===== src/core/cbg_defines.vh =====
// Purpose: constants shared by the board glue decode block
// Assumes: included by bare name, once per compilation unit
// Notes: offsets are APB byte addresses, one 32-bit word each
`ifndef CBG_DEFINES_VH
`define CBG_DEFINES_VH

`define CBG_OFF_CTRL 12'h000
`define CBG_OFF_STATUS 12'h004
`define CBG_OFF_STRAPS 12'h008
`define CBG_OFF_IOCNT 12'h00c
`define CBG_OFF_WAITCNT 12'h010

`define CBG_CTRL_DEC_EN 0
`define CBG_CTRL_CLR_LATCH 1
`define CBG_CTRL_RESET 1'b1

`define CBG_ST_LATCH 0
`define CBG_ST_READY 1
`define CBG_ST_WAIT 2
`define CBG_ST_SEL_LO 4
`define CBG_ST_SEL_HI 7

`define CBG_STRAP_W 16
`define CBG_SP_RAM_DIS 0
`define CBG_SP_RESET_HI 1
`define CBG_SP_WAIT_MEM 2
`define CBG_SP_WAIT_IO 3
`define CBG_SP_MEMORY_EXPANSION_LINE_GND 4
`define CBG_SP_IO_EXPANSION_LINE_GND 5
`define CBG_SP_EP0_SLOT_LO 6
`define CBG_SP_EP0_BLK_LO 9
`define CBG_SP_EP1_SLOT_LO 11
`define CBG_SP_EP1_BLK_LO 14

`define CBG_RAM_PAGE 8'hff
`define CBG_TMR_BASE 6'h1f
`define CBG_REDIR_MASK 16'he000
`define CBG_SETTLE_CYC 3'd4
`define CBG_SETTLE_W 3

`endif


===== src/core/cbg_glue.v =====
// Purpose: address decode, reset redirect and bus steering for an 8-bit cpu board
// Assumes: cpu bus signals come from logic on clk_sys; straps come from pins
// Notes: every decode output lags the bus by one clock; registers over APB
// Functional notes
// - I/O ports 7C..7F select the timer, channels 0..3 in order.
// - memory FF00..FFFF selects the on-board RAM.
// - a strap disables the RAM select entirely.
// - each EPROM select strapped to a 2K slot in a chosen 16K block.
// - a strap chooses start address 0000 or E000 after reset.
// - E000 option sets the redirect latch when the settle window after reset ends; it holds until cleared.
// - any I/O cycle clears the redirect latch.
// - an enabled wait generator inserts exactly one wait state.
// - memory and I/O wait insertion have independent strap enables.
// - straps tie the memory and I/O expansion lines low.
// - the other 252 I/O ports stay undecoded for off-board use.
// - 16-bit address and 8-bit data path, full 64K off board.
// - interrupts from timer and user devices reach the cpu.
// - data buffer out for on-board, in for off-board, off under bus ack.
// - a wait state lengthens the cycle by one clock period.
//
// The register addresses and the APB register port were left to the implementer.
`timescale 1ns/100ps
`default_nettype none
`include "cbg_defines.vh"
module cbg_glue (
  input wire clk_sys,
  input wire nrst,
  input wire ce,
  input wire [15:0] cpu_addr,
  input wire cpu_mreq_n,
  input wire cpu_iorq_n,
  input wire cpu_m1_n,
  input wire cpu_busak_n,
  input wire timer_int_n,
  input wire user_int_n,
  input wire [15:0] strap_pins,
  input wire psel,
  input wire penable,
  input wire pwrite,
  input wire [11:0] paddr,
  input wire [31:0] pwdata,
  output reg pready,
  output reg [31:0] prdata,
  output reg pslverr,
  output reg [15:0] bus_addr,
  output reg bus_addr_oe,
  output reg ram_sel,
  output reg [1:0] eprom_sel,
  output reg counter_timer_unit_sel,
  output reg [1:0] counter_timer_unit_chan,
  output reg data_oe,
  output reg data_dir_out,
  output reg memory_expansion_line,
  output reg io_expansion_line,
  output reg cpu_int_n,
  output wire cpu_wait_n
);
  wire [15:0] strap;
  wire [15:0] wait_count;
  wire wait_busy_n;
  reg ctrl_dec_en_reg;
  reg latch_reg;
  reg latch_next;
  reg ready_reg;
  reg [`CBG_SETTLE_W-1:0] settle_reg;
  reg mem_prev_reg;
  reg io_prev_reg;
  reg [15:0] io_count_reg;
  reg [3:0] last_sel_reg;
  reg [31:0] rd_next;
  reg hit_next;

  // one strap slot: 16K block in addr[15:14], 2K slot in addr[13:11]
  function eprom_hit;
    input [15:0] a;
    input [1:0] blk;
    input [2:0] slot;
    begin
      eprom_hit = (a[15:14] == blk) && (a[13:11] == slot);
    end
  endfunction

  function is_reg;
    input [11:0] a;
    input [11:0] off;
    begin
      is_reg = (a == off);
    end
  endfunction

  // strap pins are static configuration, re-sampled every clock
  cbg_strap_sync #(
    .W(`CBG_STRAP_W)
  ) u_sync (
    .clk_sys(clk_sys),
    .nrst(nrst),
    .ce(ce),
    .pin_in(strap_pins),
    .strap_out(strap)
  );

  wire ram_dis = strap[`CBG_SP_RAM_DIS];
  wire reset_hi = strap[`CBG_SP_RESET_HI];
  wire [2:0] ep0_slot = strap[`CBG_SP_EP0_SLOT_LO+2:`CBG_SP_EP0_SLOT_LO];
  wire [1:0] ep0_blk = strap[`CBG_SP_EP0_BLK_LO+1:`CBG_SP_EP0_BLK_LO];
  wire [2:0] ep1_slot = strap[`CBG_SP_EP1_SLOT_LO+2:`CBG_SP_EP1_SLOT_LO];
  wire [1:0] ep1_blk = strap[`CBG_SP_EP1_BLK_LO+1:`CBG_SP_EP1_BLK_LO];

  // bus cycle classification; int acknowledge is iorq with m1
  wire bus_held = ~cpu_busak_n;
  wire mem_act = ~cpu_mreq_n & ~bus_held;
  wire io_act = ~cpu_iorq_n & cpu_m1_n & ~bus_held;
  wire int_ack = ~cpu_iorq_n & ~cpu_m1_n & ~bus_held;
  wire mem_start = mem_act & ~mem_prev_reg;
  wire io_start = io_act & ~io_prev_reg;
  wire dec_on = ctrl_dec_en_reg & ready_reg;

  // redirect forces A15..A13 high on memory cycles while the latch stands
  wire [15:0] map_addr = (latch_reg & mem_act) ? (cpu_addr | `CBG_REDIR_MASK) : cpu_addr;

  // fixed priority keeps the selects mutually exclusive
  wire ram_hit = dec_on & mem_act & ~ram_dis & (map_addr[15:8] == `CBG_RAM_PAGE);
  wire ep0_hit = dec_on & mem_act & ~ram_hit & eprom_hit(map_addr, ep0_blk, ep0_slot);
  wire ep1_hit = dec_on & mem_act & ~ram_hit & ~ep0_hit
    & eprom_hit(map_addr, ep1_blk, ep1_slot);
  // only the low byte counts on I/O; everything else is off board
  wire tmr_hit = dec_on & io_act & (cpu_addr[7:2] == `CBG_TMR_BASE);
  wire onboard = ram_hit | ep0_hit | ep1_hit | tmr_hit;

  // APB handshake
  wire apb_setup = psel & ~penable;
  wire apb_done = psel & penable & pready;
  wire apb_wr = apb_done & pwrite;
  wire clr_by_sw = apb_wr & is_reg(paddr, `CBG_OFF_CTRL) & pwdata[`CBG_CTRL_CLR_LATCH];

  cbg_wait_gen u_wait (
    .clk_sys(clk_sys),
    .nrst(nrst),
    .ce(ce),
    .cycle_start((mem_start | io_start) & ready_reg),
    .cycle_is_io(io_start),
    .wait_mem_en(strap[`CBG_SP_WAIT_MEM]),
    .wait_io_en(strap[`CBG_SP_WAIT_IO]),
    .wait_n(wait_busy_n),
    .wait_count(wait_count)
  );

  assign cpu_wait_n = wait_busy_n;

  // settle window lets the strap sampler fill before the latch is armed
  always @(posedge clk_sys or negedge nrst) begin
    if (!nrst) begin
      settle_reg <= {`CBG_SETTLE_W{1'b0}};
      ready_reg <= 1'b0;
    end else if (ce) begin
      if (!ready_reg) begin
        if (settle_reg == `CBG_SETTLE_CYC) begin
          ready_reg <= 1'b1;
        end else begin
          settle_reg <= settle_reg + {{(`CBG_SETTLE_W-1){1'b0}}, 1'b1};
        end
      end
    end
  end

  // redirect latch: arming wins over a clear in the same clock
  always @* begin
    latch_next = latch_reg;
    if (io_start | clr_by_sw) begin
      latch_next = 1'b0;
    end
    if (!ready_reg && settle_reg == `CBG_SETTLE_CYC) begin
      latch_next = reset_hi;
    end
  end

  always @(posedge clk_sys or negedge nrst) begin
    if (!nrst) begin
      latch_reg <= 1'b0;
      mem_prev_reg <= 1'b0;
      io_prev_reg <= 1'b0;
      io_count_reg <= 16'h0000;
    end else if (ce) begin
      latch_reg <= latch_next;
      mem_prev_reg <= mem_act;
      io_prev_reg <= io_act;
      if (io_start) begin
        io_count_reg <= io_count_reg + 16'h0001;
      end
    end
  end

  // registered bus-side outputs
  always @(posedge clk_sys or negedge nrst) begin
    if (!nrst) begin
      bus_addr <= 16'h0000;
      bus_addr_oe <= 1'b0;
      ram_sel <= 1'b0;
      eprom_sel <= 2'b00;
      counter_timer_unit_sel <= 1'b0;
      counter_timer_unit_chan <= 2'b00;
      data_oe <= 1'b0;
      data_dir_out <= 1'b0;
      memory_expansion_line <= 1'b1;
      io_expansion_line <= 1'b1;
      cpu_int_n <= 1'b1;
      last_sel_reg <= 4'h0;
    end else if (ce) begin
      bus_addr <= map_addr;
      bus_addr_oe <= ~bus_held;
      ram_sel <= ram_hit;
      eprom_sel <= {ep1_hit, ep0_hit};
      counter_timer_unit_sel <= tmr_hit;
      counter_timer_unit_chan <= cpu_addr[1:0];
      data_oe <= (mem_act | io_act | int_ack) & ~bus_held;
      data_dir_out <= onboard;
      memory_expansion_line <= ~strap[`CBG_SP_MEMORY_EXPANSION_LINE_GND];
      io_expansion_line <= ~strap[`CBG_SP_IO_EXPANSION_LINE_GND];
      // both sources share the one wired request line
      cpu_int_n <= timer_int_n & user_int_n;
      if (onboard) begin
        last_sel_reg <= {tmr_hit, ep1_hit, ep0_hit, ram_hit};
      end
    end
  end

  // APB read mux and decode
  always @* begin
    rd_next = 32'h00000000;
    hit_next = 1'b1;
    case (paddr)
      `CBG_OFF_CTRL: begin
        rd_next[`CBG_CTRL_DEC_EN] = ctrl_dec_en_reg;
      end
      `CBG_OFF_STATUS: begin
        rd_next[`CBG_ST_LATCH] = latch_reg;
        rd_next[`CBG_ST_READY] = ready_reg;
        rd_next[`CBG_ST_WAIT] = ~wait_busy_n;
        rd_next[`CBG_ST_SEL_HI:`CBG_ST_SEL_LO] = last_sel_reg;
      end
      `CBG_OFF_STRAPS: begin
        rd_next[15:0] = strap;
      end
      `CBG_OFF_IOCNT: begin
        rd_next[15:0] = io_count_reg;
      end
      `CBG_OFF_WAITCNT: begin
        rd_next[15:0] = wait_count;
      end
      default: begin
        hit_next = 1'b0;
      end
    endcase
  end

  // zero-wait slave: ready rises for the access phase after each setup
  always @(posedge clk_sys or negedge nrst) begin
    if (!nrst) begin
      pready <= 1'b0;
      prdata <= 32'h00000000;
      pslverr <= 1'b0;
      ctrl_dec_en_reg <= `CBG_CTRL_RESET;
    end else if (ce) begin
      pready <= apb_setup;
      if (apb_setup) begin
        prdata <= pwrite ? 32'h00000000 : rd_next;
        pslverr <= ~hit_next;
      end else if (apb_done) begin
        prdata <= 32'h00000000;
        pslverr <= 1'b0;
      end
      if (apb_wr && is_reg(paddr, `CBG_OFF_CTRL)) begin
        ctrl_dec_en_reg <= pwdata[`CBG_CTRL_DEC_EN];
      end
    end
  end
endmodule // cbg_glue
`default_nettype wire


===== src/core/cbg_strap_sync.v =====
// Purpose: three-stage sampler for static strap pins
// Assumes: straps change rarely, outside any bus activity
// Notes: a bit moves only once stages two and three agree
`timescale 1ns/100ps
`default_nettype none
module cbg_strap_sync #(
  parameter W = 16
) (
  input wire clk_sys,
  input wire nrst,
  input wire ce,
  input wire [W-1:0] pin_in,
  output reg [W-1:0] strap_out
);
  reg [W-1:0] s1_reg;
  reg [W-1:0] s2_reg;
  reg [W-1:0] s3_reg;
  integer i;

  always @(posedge clk_sys or negedge nrst) begin
    if (!nrst) begin
      s1_reg <= {W{1'b0}};
      s2_reg <= {W{1'b0}};
      s3_reg <= {W{1'b0}};
      strap_out <= {W{1'b0}};
    end else if (ce) begin
      s1_reg <= pin_in;
      s2_reg <= s1_reg;
      s3_reg <= s2_reg;
      for (i = 0; i < W; i = i + 1) begin
        if (s2_reg[i] == s3_reg[i]) begin
          strap_out[i] <= s3_reg[i];
        end
      end
    end
  end
endmodule // cbg_strap_sync
`default_nettype wire


===== src/core/cbg_wait_gen.v =====
// Purpose: one-wait-state generator for memory and I/O cycles
// Assumes: cycle_start is a one-clock pulse at the first T-state
// Notes: one clock of this block stands for one processor T-state
`timescale 1ns/100ps
`default_nettype none
module cbg_wait_gen (
  input wire clk_sys,
  input wire nrst,
  input wire ce,
  input wire cycle_start,
  input wire cycle_is_io,
  input wire wait_mem_en,
  input wire wait_io_en,
  output reg wait_n,
  output reg [15:0] wait_count
);
  wire insert;

  // separate enables per cycle type
  assign insert = cycle_start & (cycle_is_io ? wait_io_en : wait_mem_en);

  always @(posedge clk_sys or negedge nrst) begin
    if (!nrst) begin
      wait_n <= 1'b1;
      wait_count <= 16'h0000;
    end else if (ce) begin
      // low for exactly one clock, so the cycle grows by one period
      wait_n <= ~insert;
      if (insert) begin
        wait_count <= wait_count + 16'h0001;
      end
    end
  end
endmodule // cbg_wait_gen
`default_nettype wire


===== config.mk =====
export PLATFORM = sky130hd
export DESIGN_NAME = cbg_glue
export DESIGN_NICKNAME = d
export VERILOG_FILES = /design/src/core/cbg_glue.v /design/src/core/cbg_strap_sync.v /design/src/core/cbg_wait_gen.v
export VERILOG_INCLUDE_DIRS = /design/src /design/src/core
export SDC_FILE = /design/constraint.sdc
export NUM_CORES = 1
export LEC_CHECK = 0
export BUFFER_PORTS_ARGS = -buffer_cell sky130_fd_sc_hd__buf_2
export CORE_UTILIZATION = 49
export DETAILED_ROUTE_END_ITERATION = 12
export PLACE_DENSITY = 0.76
export REMOVE_ABC_BUFFERS = 1
export SLEW_MARGIN = 20
export SYNTH_ARGS = -nofsm -noshare
export SYNTH_HDL_FRONTEND = slang
export SYNTH_HIERARCHICAL = 1
export SYNTH_SLANG_ARGS = --single-unit
export TNS_END_PERCENT = 50

===== constraint.sdc =====
create_clock -name clk_sys -period 1.8 [get_ports clk_sys]
set_clock_uncertainty 0.1 [all_clocks]
set_input_delay 0.27 -clock clk_sys [delete_from_list [all_inputs] [get_ports clk_sys]]
set_output_delay 0.27 -clock clk_sys [all_outputs]
set_load 0.01 [all_outputs]

* Yosys cells after proc, flatten, opt, wreduce, memory -nomap -nowiden
Cells that the tools add are included.
Storage, ports and cells: logic and storage cells 173, bits in registers 171
Cells by class: bitwise operators 51, add/subtract/negate cells 3, reductions and logical operators 32, equal/unequal tests 27, multiplexer cells 17
Operators with widths (count):
- two-way mux 32 bit | 2
- AND reduction 2 bit | 22
- adder 16 x 1 -> 16 bit (second input constant) | 2
- two-way mux 16 bit | 2
- bitwise AND 1 bit | 28
- == test 12 x 4 -> 1 bit (second input constant) | 2
- one-hot mux 8 bit (3 select lines) | 1
- == test 1 bit | 16
- NOT 1 bit | 16
- one-hot mux 4 bit (4 select lines) | 1
- == test 12 x 3 -> 1 bit (second input constant) | 1
- == test 12 x 5 -> 1 bit (second input constant) | 1
- zero test 12 bit | 1
- == test 8 bit (second input constant) | 1
- two-way mux 1 bit | 8
- one-hot mux 2 bit (4 select lines) | 1
- bitwise OR 1 bit | 7
- == test 3 bit | 2
- == test 6 x 5 -> 1 bit (second input constant) | 1
- one-hot mux 1 bit (5 select lines) | 1
- OR reduction 5 bit | 1
- == test 2 bit | 2
- logical AND 1 bit | 4
- nonzero test 2 bit | 2
- other kinds (5) | 5

* Longest topological paths before layout
Gate-level depths: netlist (run 1).
word-level depth 15, depth in mapped cells 7

* Modules after synthesis
The synthesis (run 1) kept the hierarchy.
By module, submodules not included:
- cbg_glue | cells each 376, area each 3744.8 µm², sequential area each 1806.7 µm², instances 1
- cbg_strap_sync | cells each 175, area each 2588.7 µm², sequential area each 1601.5 µm², instances 1
- cbg_wait_gen | cells each 68, area each 785.8 µm², sequential area each 426.7 µm², instances 1

* Worst setup path before layout (run 1)
OpenSTA, ideal clock, no wires.
path kind flip-flop to flip-flop, from register latch_reg, to register last_sel_reg[1], clock period less this slack 1.903 ns, stages on the path, launching flop included 6, arrival time 1.683 ns, path slack -0.103 ns, setup time 0.120 ns, data required time 1.580 ns, cells stage by stage dfrtp_1 > and3b_1 > a2111o_1 > a2111oi_4 > nand3_2 > a31o_1
On the way: longest elaborated chain between the ends 13, elaborated cells on any way between the ends 20, those cells by class 5 x eq/ne; 1 x mux; 11 x bitwise; 3 x reduce/logical
RTL lines:
- start: declaration | RTL line cbg_glue.v:62 | reg latch_reg;
- start signal: assignment | RTL line cbg_glue.v:184 | latch_reg <= latch_next;
- bitwise AND 1 bit (*) | RTL line cbg_glue.v:119 | wire [15:0] map_addr = (latch_reg & mem_act) ? (cpu_addr | `CBG_REDIR_MASK) : cpu_addr;
- two-way mux 16 bit (*) | RTL line cbg_glue.v:119
- == test 8 bit (no line)
- bitwise AND 1 bit | RTL line cbg_glue.v:122 | wire ram_hit = dec_on & mem_act & ~ram_dis & (map_addr[15:8] == `CBG_RAM_PAGE);
- NOT 1 bit | RTL line cbg_glue.v:123, cbg_glue.v:124
- bitwise AND 1 bit | RTL line cbg_glue.v:123, cbg_glue.v:124
- bitwise AND 1 bit | RTL line cbg_glue.v:123 | wire ep0_hit = dec_on & mem_act & ~ram_hit & eprom_hit(map_addr, ep0_blk, ep0_slot);
- NOT 1 bit | RTL line cbg_glue.v:124 | wire ep1_hit = dec_on & mem_act & ~ram_hit & ~ep0_hit
- bitwise AND 1 bit | RTL line cbg_glue.v:124
- bitwise AND 1 bit | RTL line cbg_glue.v:125 | & eprom_hit(map_addr, ep1_blk, ep1_slot);
- bitwise OR 1 bit (2 in series) | RTL line cbg_glue.v:128 | wire onboard = ram_hit | ep0_hit | ep1_hit | tmr_hit;
- AND reduction 2 bit (no line)
- end signal: assignment | RTL line cbg_glue.v:222 | last_sel_reg <= {tmr_hit, ep1_hit, ep0_hit, ram_hit};
- end: declaration | RTL line cbg_glue.v:69 | reg [3:0] last_sel_reg;
Every way passes the cells marked *; elsewhere a longest branch is shown, timed or not. A chain may end at the register's enable or synchronous reset.

* Worst setup path in the final report (run 1)
from register io_prev_reg, to register u_wait.wait_count[5]
On the way: longest elaborated chain between the ends 6, elaborated cells on any way between the ends 7, those cells by class 1 x mux; 5 x bitwise; 1 x reduce/logical
RTL lines:
- start: declaration | RTL line cbg_glue.v:67 | reg io_prev_reg;
- start signal: assignment | RTL line cbg_glue.v:186 | io_prev_reg <= io_act;
- NOT 1 bit (*) | RTL line cbg_glue.v:115 | wire io_start = io_act & ~io_prev_reg;
- bitwise AND 1 bit (*) | RTL line cbg_glue.v:115
- via io_start | RTL line cbg_glue.v:115
- bitwise OR 1 bit | RTL line cbg_glue.v:140 | .cycle_start((mem_start | io_start) & ready_reg),
- bitwise AND 1 bit | RTL line cbg_glue.v:140
- bitwise AND 1 bit (*) | RTL line cbg_wait_gen.v:20 | assign insert = cycle_start & (cycle_is_io ? wait_io_en : wait_mem_en);
- AND reduction 2 bit (no line) (*)
- end signal: assignment | RTL line cbg_wait_gen.v:30 | wait_count <= wait_count + 16'h0001;
- end: declaration | RTL line cbg_wait_gen.v:15 | output reg [15:0] wait_count
The timed path passes the listed nets; every way through them passes the cells marked *.

==> flow_summary.ini, run 1 <==
[final_layout]
drive_gt1_frac = 0.359
regArea_um2 = 3830
synthToLayoutAreaGrowth_pct = 29.3
n_fill_cell = 995
nNetsFinal = 896
n_antenna_cell = 0
multi_input_area_um2 = 3180

[floorplan]
start_util = 0.507
die_area_um2 = 15000
ios = 151
fp.dieW_um = 123
std_cell_rows = 43
fp.coreArea_um2 = 14000
die_y_um = 123

[sta]
worst_slack_ns = -0.189
fin_crit_sh = 1.10
maxSlewViolCount = 0
rsz0062_at_grt = yes
fmax_mhz = 503
hold_viol = 0
min_period_ns = 1.99
tns_ns = -1.95
relSlewSlack = 0.521
finalSetupViolations = 28
worst_slew_pin_slew_ns = 0.715
hold_ws_ns = 0.0213

[cts]
clock-sinks = 153
clk_latency_ns = 0.43
h-tree-depth = 4
cts-root-buf = clkbuf_16
clk_path_buf_depth = 2
cts_tree = yes
clkTransAtPathRegs_ns = 0.06
numCtsBuffers = 17

[synth]
synth_edf_count = 0
synth_mux_area_frac = 0.114
yosys.area_share.simple = 0.126
syn_area_um2 = 7120
synthAdderAreaFrac = 0.00703
synth_xor_area_frac = 0.0431
synth_cell_type_count = 63
synth_area_leader_cell = dfrtp_1
synth-seq-area-share = 0.539
synth_top_area_frac = 0.520
synth_warnings = 6
synth_ff_type = dfrtp_1
avgSynthCellArea_um2 = 11.5
synth_area_leaders = dfrtp_1, mux2_2, xnor2_1, nand2_1, buf_4
ys_ff_latch = 153
synth_top_family_by_area = simple AND/OR/NAND/NOR gates
synth_compound_area_frac = 0.118
syn_inst = 619
postSynth.asyncResetShare = 1.00

[global_routing]
grt-ovfl-total = 0
track_usage = 0.233
grt_pass1_vias = 5464
grt_max_degree = 98
grt_pass1_wl_um = 26700
antenna_found_initial = 0

[detailed_routing]
wl_um = 16600
final_antenna_net_count = 0
drcViolationCount = 0
wl_per_cell_um = 16.7
vias = 5445
drtPass1Iterations = 5
drt_iter0_drc = 344
avgViaCountPerCell = 5.46

[pwr]
ir_drop_v = 0.000730
leakagePower_nw = 4.31
power.density_nw_per_um2 = 1060

[placement]
portBuffers = 104
dp_hpwl_um = 11400
routabilityCongestion = 0.895

[critical_path]
path_delay_family = simple AND/OR/NAND/NOR gates
reg2reg_to = u_wait/wait_count[5]
worstSetupEndpointType = register
reg2reg_depth = 6
critPathMaxStageDelay_ns = 0.38
r2r_start = io_prev_reg
arrival_ns = 2.18
cp_max_fo = 4
reg2reg_slack_ns = -0.19
critical_path_buf_inv_count = 1
slowest_stage = dfrtp_1
path_cells = and4bb_2 > buf_6 > mux2_4 > and3b_2 > and3_4 > xor2_2
cp-endpoint = u_wait/wait_count[5]
crit_type = reg2reg
cp-start-kind = register
cp.depth = 6
worstSetupStartpoint = io_prev_reg
crit_required_ns = 1.99

[min_path]
min_path_type = in2reg
holdPathStages = 2

[run_status]
status = complete, but fails checks
violations = setup timing

[job]
drv_cap = 0
## cells in the mapped netlist, types with 13 or more instances
library cell	instances
buf_4	20
nand4_1	14
nand2b_1	19
xor2_1	15
a21o_1	14
o21ai_1	17
a21oi_1	16
dfrtp_1	148
o21ai_0	16
a22o_1	13
nand2_1	45
mux2_2	61
xnor2_1	20
nor2_1	31
inv_1	20
a22oi_1	15
## report_power, final
part / switching (mW) / total, mW / internal [mW] / leakage [nW]
registers: 0.494 / 4.44 / 3.95 / 1.89
clock network: 1.29 / 3.41 / 2.11 / 0.271
logic: 0.921 / 1.95 / 1.03 / 2.15
## layout make-up
type,count,share of cell area
clock buffers,28,0.0529
clock inverters,4,0.00761
inverters,21,0.00856
multi-input cells,418,0.345
flip-flops and latches,153,0.416
well taps,180,0.0245
repair buffers,193,0.145
## cells by family (layout without fill, tap and decap cells)
group                    count (synthesis)  in the layout
flip-flops                             153            153
AND/OR/NAND/NOR                        171            171
multiplexers                            72             72
buffers and inverters                   63            246
XOR/XNOR                                35             35
other                                    1             16
adder cells (fa/ha/maj)                  4              4
AO/OA/AOI/OAI                          120            120
## how the worst min path moves through the flow
stage,startpoint,endpoint
floorplan,nrst,bus_addr[0]
CTS,cpu_addr[10],bus_addr[10]
global placement,nrst,u_sync/s1_reg[0]
finish,cpu_addr[10],bus_addr[10]
detailed placement,nrst,u_sync/s1_reg[0]
global route,cpu_addr[10],bus_addr[10]
## layout by cell type (no fill, tap or decap), types with 4 or more instances in the layout
cell type,netlist,layout
buf_6,7,8
a21oi_1,16,15
xor2_1,15,13
dlygate4sd3_1,0,30
o22a_1,6,6
ha_1,4,4
a22o_1,13,13
clkbuf_16,0,17
nand4_1,14,14
mux2_2,61,61
dfrtp_1,148,148
mux2i_1,8,7
nor2_1,31,25
nand2_1,45,41
nor2_4,0,6
buf_4,20,50
conb_1,1,16
clkbuf_1,12,9
and3_4,1,5
nor2b_1,6,4
nand2b_1,19,19
nand3_1,12,12
a21o_1,14,14
and2_1,5,5
a22oi_1,15,15
dfstp_2,5,5
inv_1,20,20
o21ai_0,16,16
and3_1,9,6
o21ai_1,17,17
buf_2,0,102
xnor2_1,20,19
## metal layers
layer | share of wire | track usage
met3 | 0.058 | 0.0567
met5 | 0 | 0
met2 | 0.48 | 0.374
met4 | 0.025 | 0.102
met1 | 0.44 | 0.301
## through the flow
stage	area, µm²	setup WS, ns	std cells	power [mW]	utilization
2_1_floorplan	6880	-0.103	592	5.37	-
3_3_place_gp	8070	-0.183	929	6.10	0.575
3_5_place_dp	8070	-0.268	929	6.22	0.575
4_1_cts	9020	-0.184	992	9.77	0.642
5_1_grt	9210	-0.226	997	10.2	0.656
6_report	9210	-0.189	997	9.80	0.656
## timing repair
action                                 in CTS  in global routing
setup endpoints to repair                  32                 35
setup buffers                               1                  6
hold buffers                               30                  0
endpoints found under the hold margin      86                  0
pin swaps                                  15                 21
resized for setup                          19                 31
Note: power is estimated with default switching activity, not from simulation.
==> run 2: changes to the inputs <==
--- a/config.mk
+++ b/config.mk
@@ -7,9 +7,8 @@
 export NUM_CORES = 1
 export LEC_CHECK = 0
 export BUFFER_PORTS_ARGS = -buffer_cell sky130_fd_sc_hd__buf_2
-export CORE_UTILIZATION = 49
+export CORE_UTILIZATION = 31
 export DETAILED_ROUTE_END_ITERATION = 12
-export PLACE_DENSITY = 0.76
 export REMOVE_ABC_BUFFERS = 1
 export SLEW_MARGIN = 20
 export SYNTH_ARGS = -nofsm -noshare
==> flow_summary.ini, run 2 (synthesis gave the netlist of run 1 again) <==
[cts]
clkTransAtPathRegs_ns = 0.07
clk_latency_ns = 0.43
cts_tree = yes
clock-sinks = 153
cts-root-buf = clkbuf_16
h-tree-depth = 4
numCtsBuffers = 17
clk_path_buf_depth = 2

[pwr]
power_mw = 10.4
leakagePower_nw = 4.33
power.density_nw_per_um2 = 1100
intPower_mw = 7.54
ir_drop_v = 0.000711
power.share.clock = 0.384
power_frac_seq = 0.426
p_sw_frac = 0.273
power_switching_mw = 2.83
p_comb_frac = 0.190

[final_layout]
synthToLayoutAreaGrowth_pct = 32.7
n_fill_cell = 2181
regArea_um2 = 3830
nNetsFinal = 909
drive_gt1_frac = 0.370
utilization = 0.418
design_area_um2 = 9450
n_antenna_cell = 0
layout_commonest_cell = dfrtp_1
final_cell_mix = dfrtp_1, buf_2, buf_4
multi_input_area_um2 = 3100

[sta]
fin_crit_sh = 1.11
min_period_ns = 1.99
finalSetupViolations = 20
fmax_mhz = 502
maxSlewViolCount = 0
worst_slew_pin_slew_ns = 0.642
rsz0062_at_grt = yes
worst_slack_ns = -0.194
relSlewSlack = 0.570
hold_viol = 0

[global_routing]
grt_max_degree = 51
track_usage = 0.152
grt_pass1_wl_um = 28000
antenna_found_initial = 1
grt-ovfl-total = 0
grt_pass1_vias = 5284

[floorplan]
fp.coreArea_um2 = 22600
std_cell_rows = 55
fp.dieW_um = 154
ios = 151
die_y_um = 154
start_util = 0.315
die_area_um2 = 23600

[critical_path]
cp_max_fo = 4
arrival_ns = 2.20
critPathMaxStageDelay_ns = 0.40
crit_type = reg2reg
cp-start-kind = register
crit_required_ns = 2.01
worstSetupEndpointType = register
path_cells = and4bb_2 > buf_6 > mux2_4 > and3b_2 > and3_4 > xor2_1
slowest_stage = dfrtp_1

[detailed_routing]
wl_per_cell_um = 15.3
avgViaCountPerCell = 4.78
drt_iter0_drc = 293
drcViolationCount = 0
drtPass1Iterations = 5
vias = 5334
final_antenna_net_count = 0
wl_um = 17100

[run_status]
violations = setup timing
status = complete, but fails checks

[job]
drv_cap = 0

[placement]
dp_hpwl_um = 12100
portBuffers = 104
routabilityCongestion = 0.819
dpl_cell_area_um2 = 8260

[min_path]
min_path_type = in2reg
run 2: layer usage:
| layer | vias up | global-route usage | share of wire | wire, µm |
|---|---|---|---|---|
| met5 | - | 0 | 0.00059 | 10 |
| met4 | 2 | 0.0448 | 0.010 | 175 |
| met3 | 17 | 0.0361 | 0.054 | 925 |
| met2 | 153 | 0.234 | 0.46 | 7870 |
| met1 | 2599 | 0.211 | 0.47 | 8100 |
| li1 | 2563 | - | - | - |
run 2: per-stage QoR:
stage / hold slack (ns) / worst slack (ns) / std cells / setup TNS, ns
global route: 0.0189 / -0.244 / 1115 / -3.47
detailed placement: 0.0597 / -0.269 / 1043 / -5.02
finish: 0.0256 / -0.194 / 1115 / -1.78
CTS: 0.0194 / -0.166 / 1110 / -1.83
floorplan: -0.126 / -0.103 / 592 / -0.471
global placement: 0.0572 / -0.219 / 1043 / -4.25
run 2: critical path, delay by kind of cell, from the launching register on:
family	cells	cell delay, ns
DFF	1	0.40
xor gates and xnor gates	1	0.13
muxes	1	0.32
buffers and inverters	1	0.13
and+or+nand+nor	3	0.78
run 2: final timing paths:
path / from / to / slack [ns] / cells past startpoint
worst max register to register: io_prev_reg / u_wait/wait_count[5] / -0.19 / 6
worst min register to register: cpu_int_n / cpu_int_n / 0.37 / 2
worst max-delay path: io_prev_reg / u_wait/wait_count[5] / -0.19 / 6
min in group asynchronous: nrst / prdata[1] / 0.18 / 2
max in group asynchronous: nrst / ctrl_dec_en_reg / 0.81 / 3
worst min-delay path: pwdata[0] / ctrl_dec_en_reg / 0.03 / 2
run 2: repair_timing:
action                                 4_1_cts  5_1_grt
gates resized for setup                     18       16
setup buffers                                5        5
hold buffers                                30        0
setup endpoints to repair                   31       34
pin swaps                                   17       16
endpoints found under the hold margin      177        0
run 2: power groups by stage:
stage          combinational (mW)  clock (mW)  sequential, mW
2_1_floorplan               0.970           0            4.40
3_3_place_gp                 1.77           0            4.45
3_5_place_dp                 1.81           0            4.46
4_1_cts                      1.92        4.06            4.41
5_1_grt                      2.17        4.20            4.49
6_report                     1.97        3.98            4.42
run 2: cell type report:
cell class | count | share of cell area
Tap cell | 285 | 0.0378
Inverter | 21 | 0.00835
Timing Repair Buffer | 206 | 0.150
Clock inverter | 11 | 0.0207
Sequential cell | 153 | 0.406
Multi-Input combinational cell | 418 | 0.328
Clock buffer | 21 | 0.0487
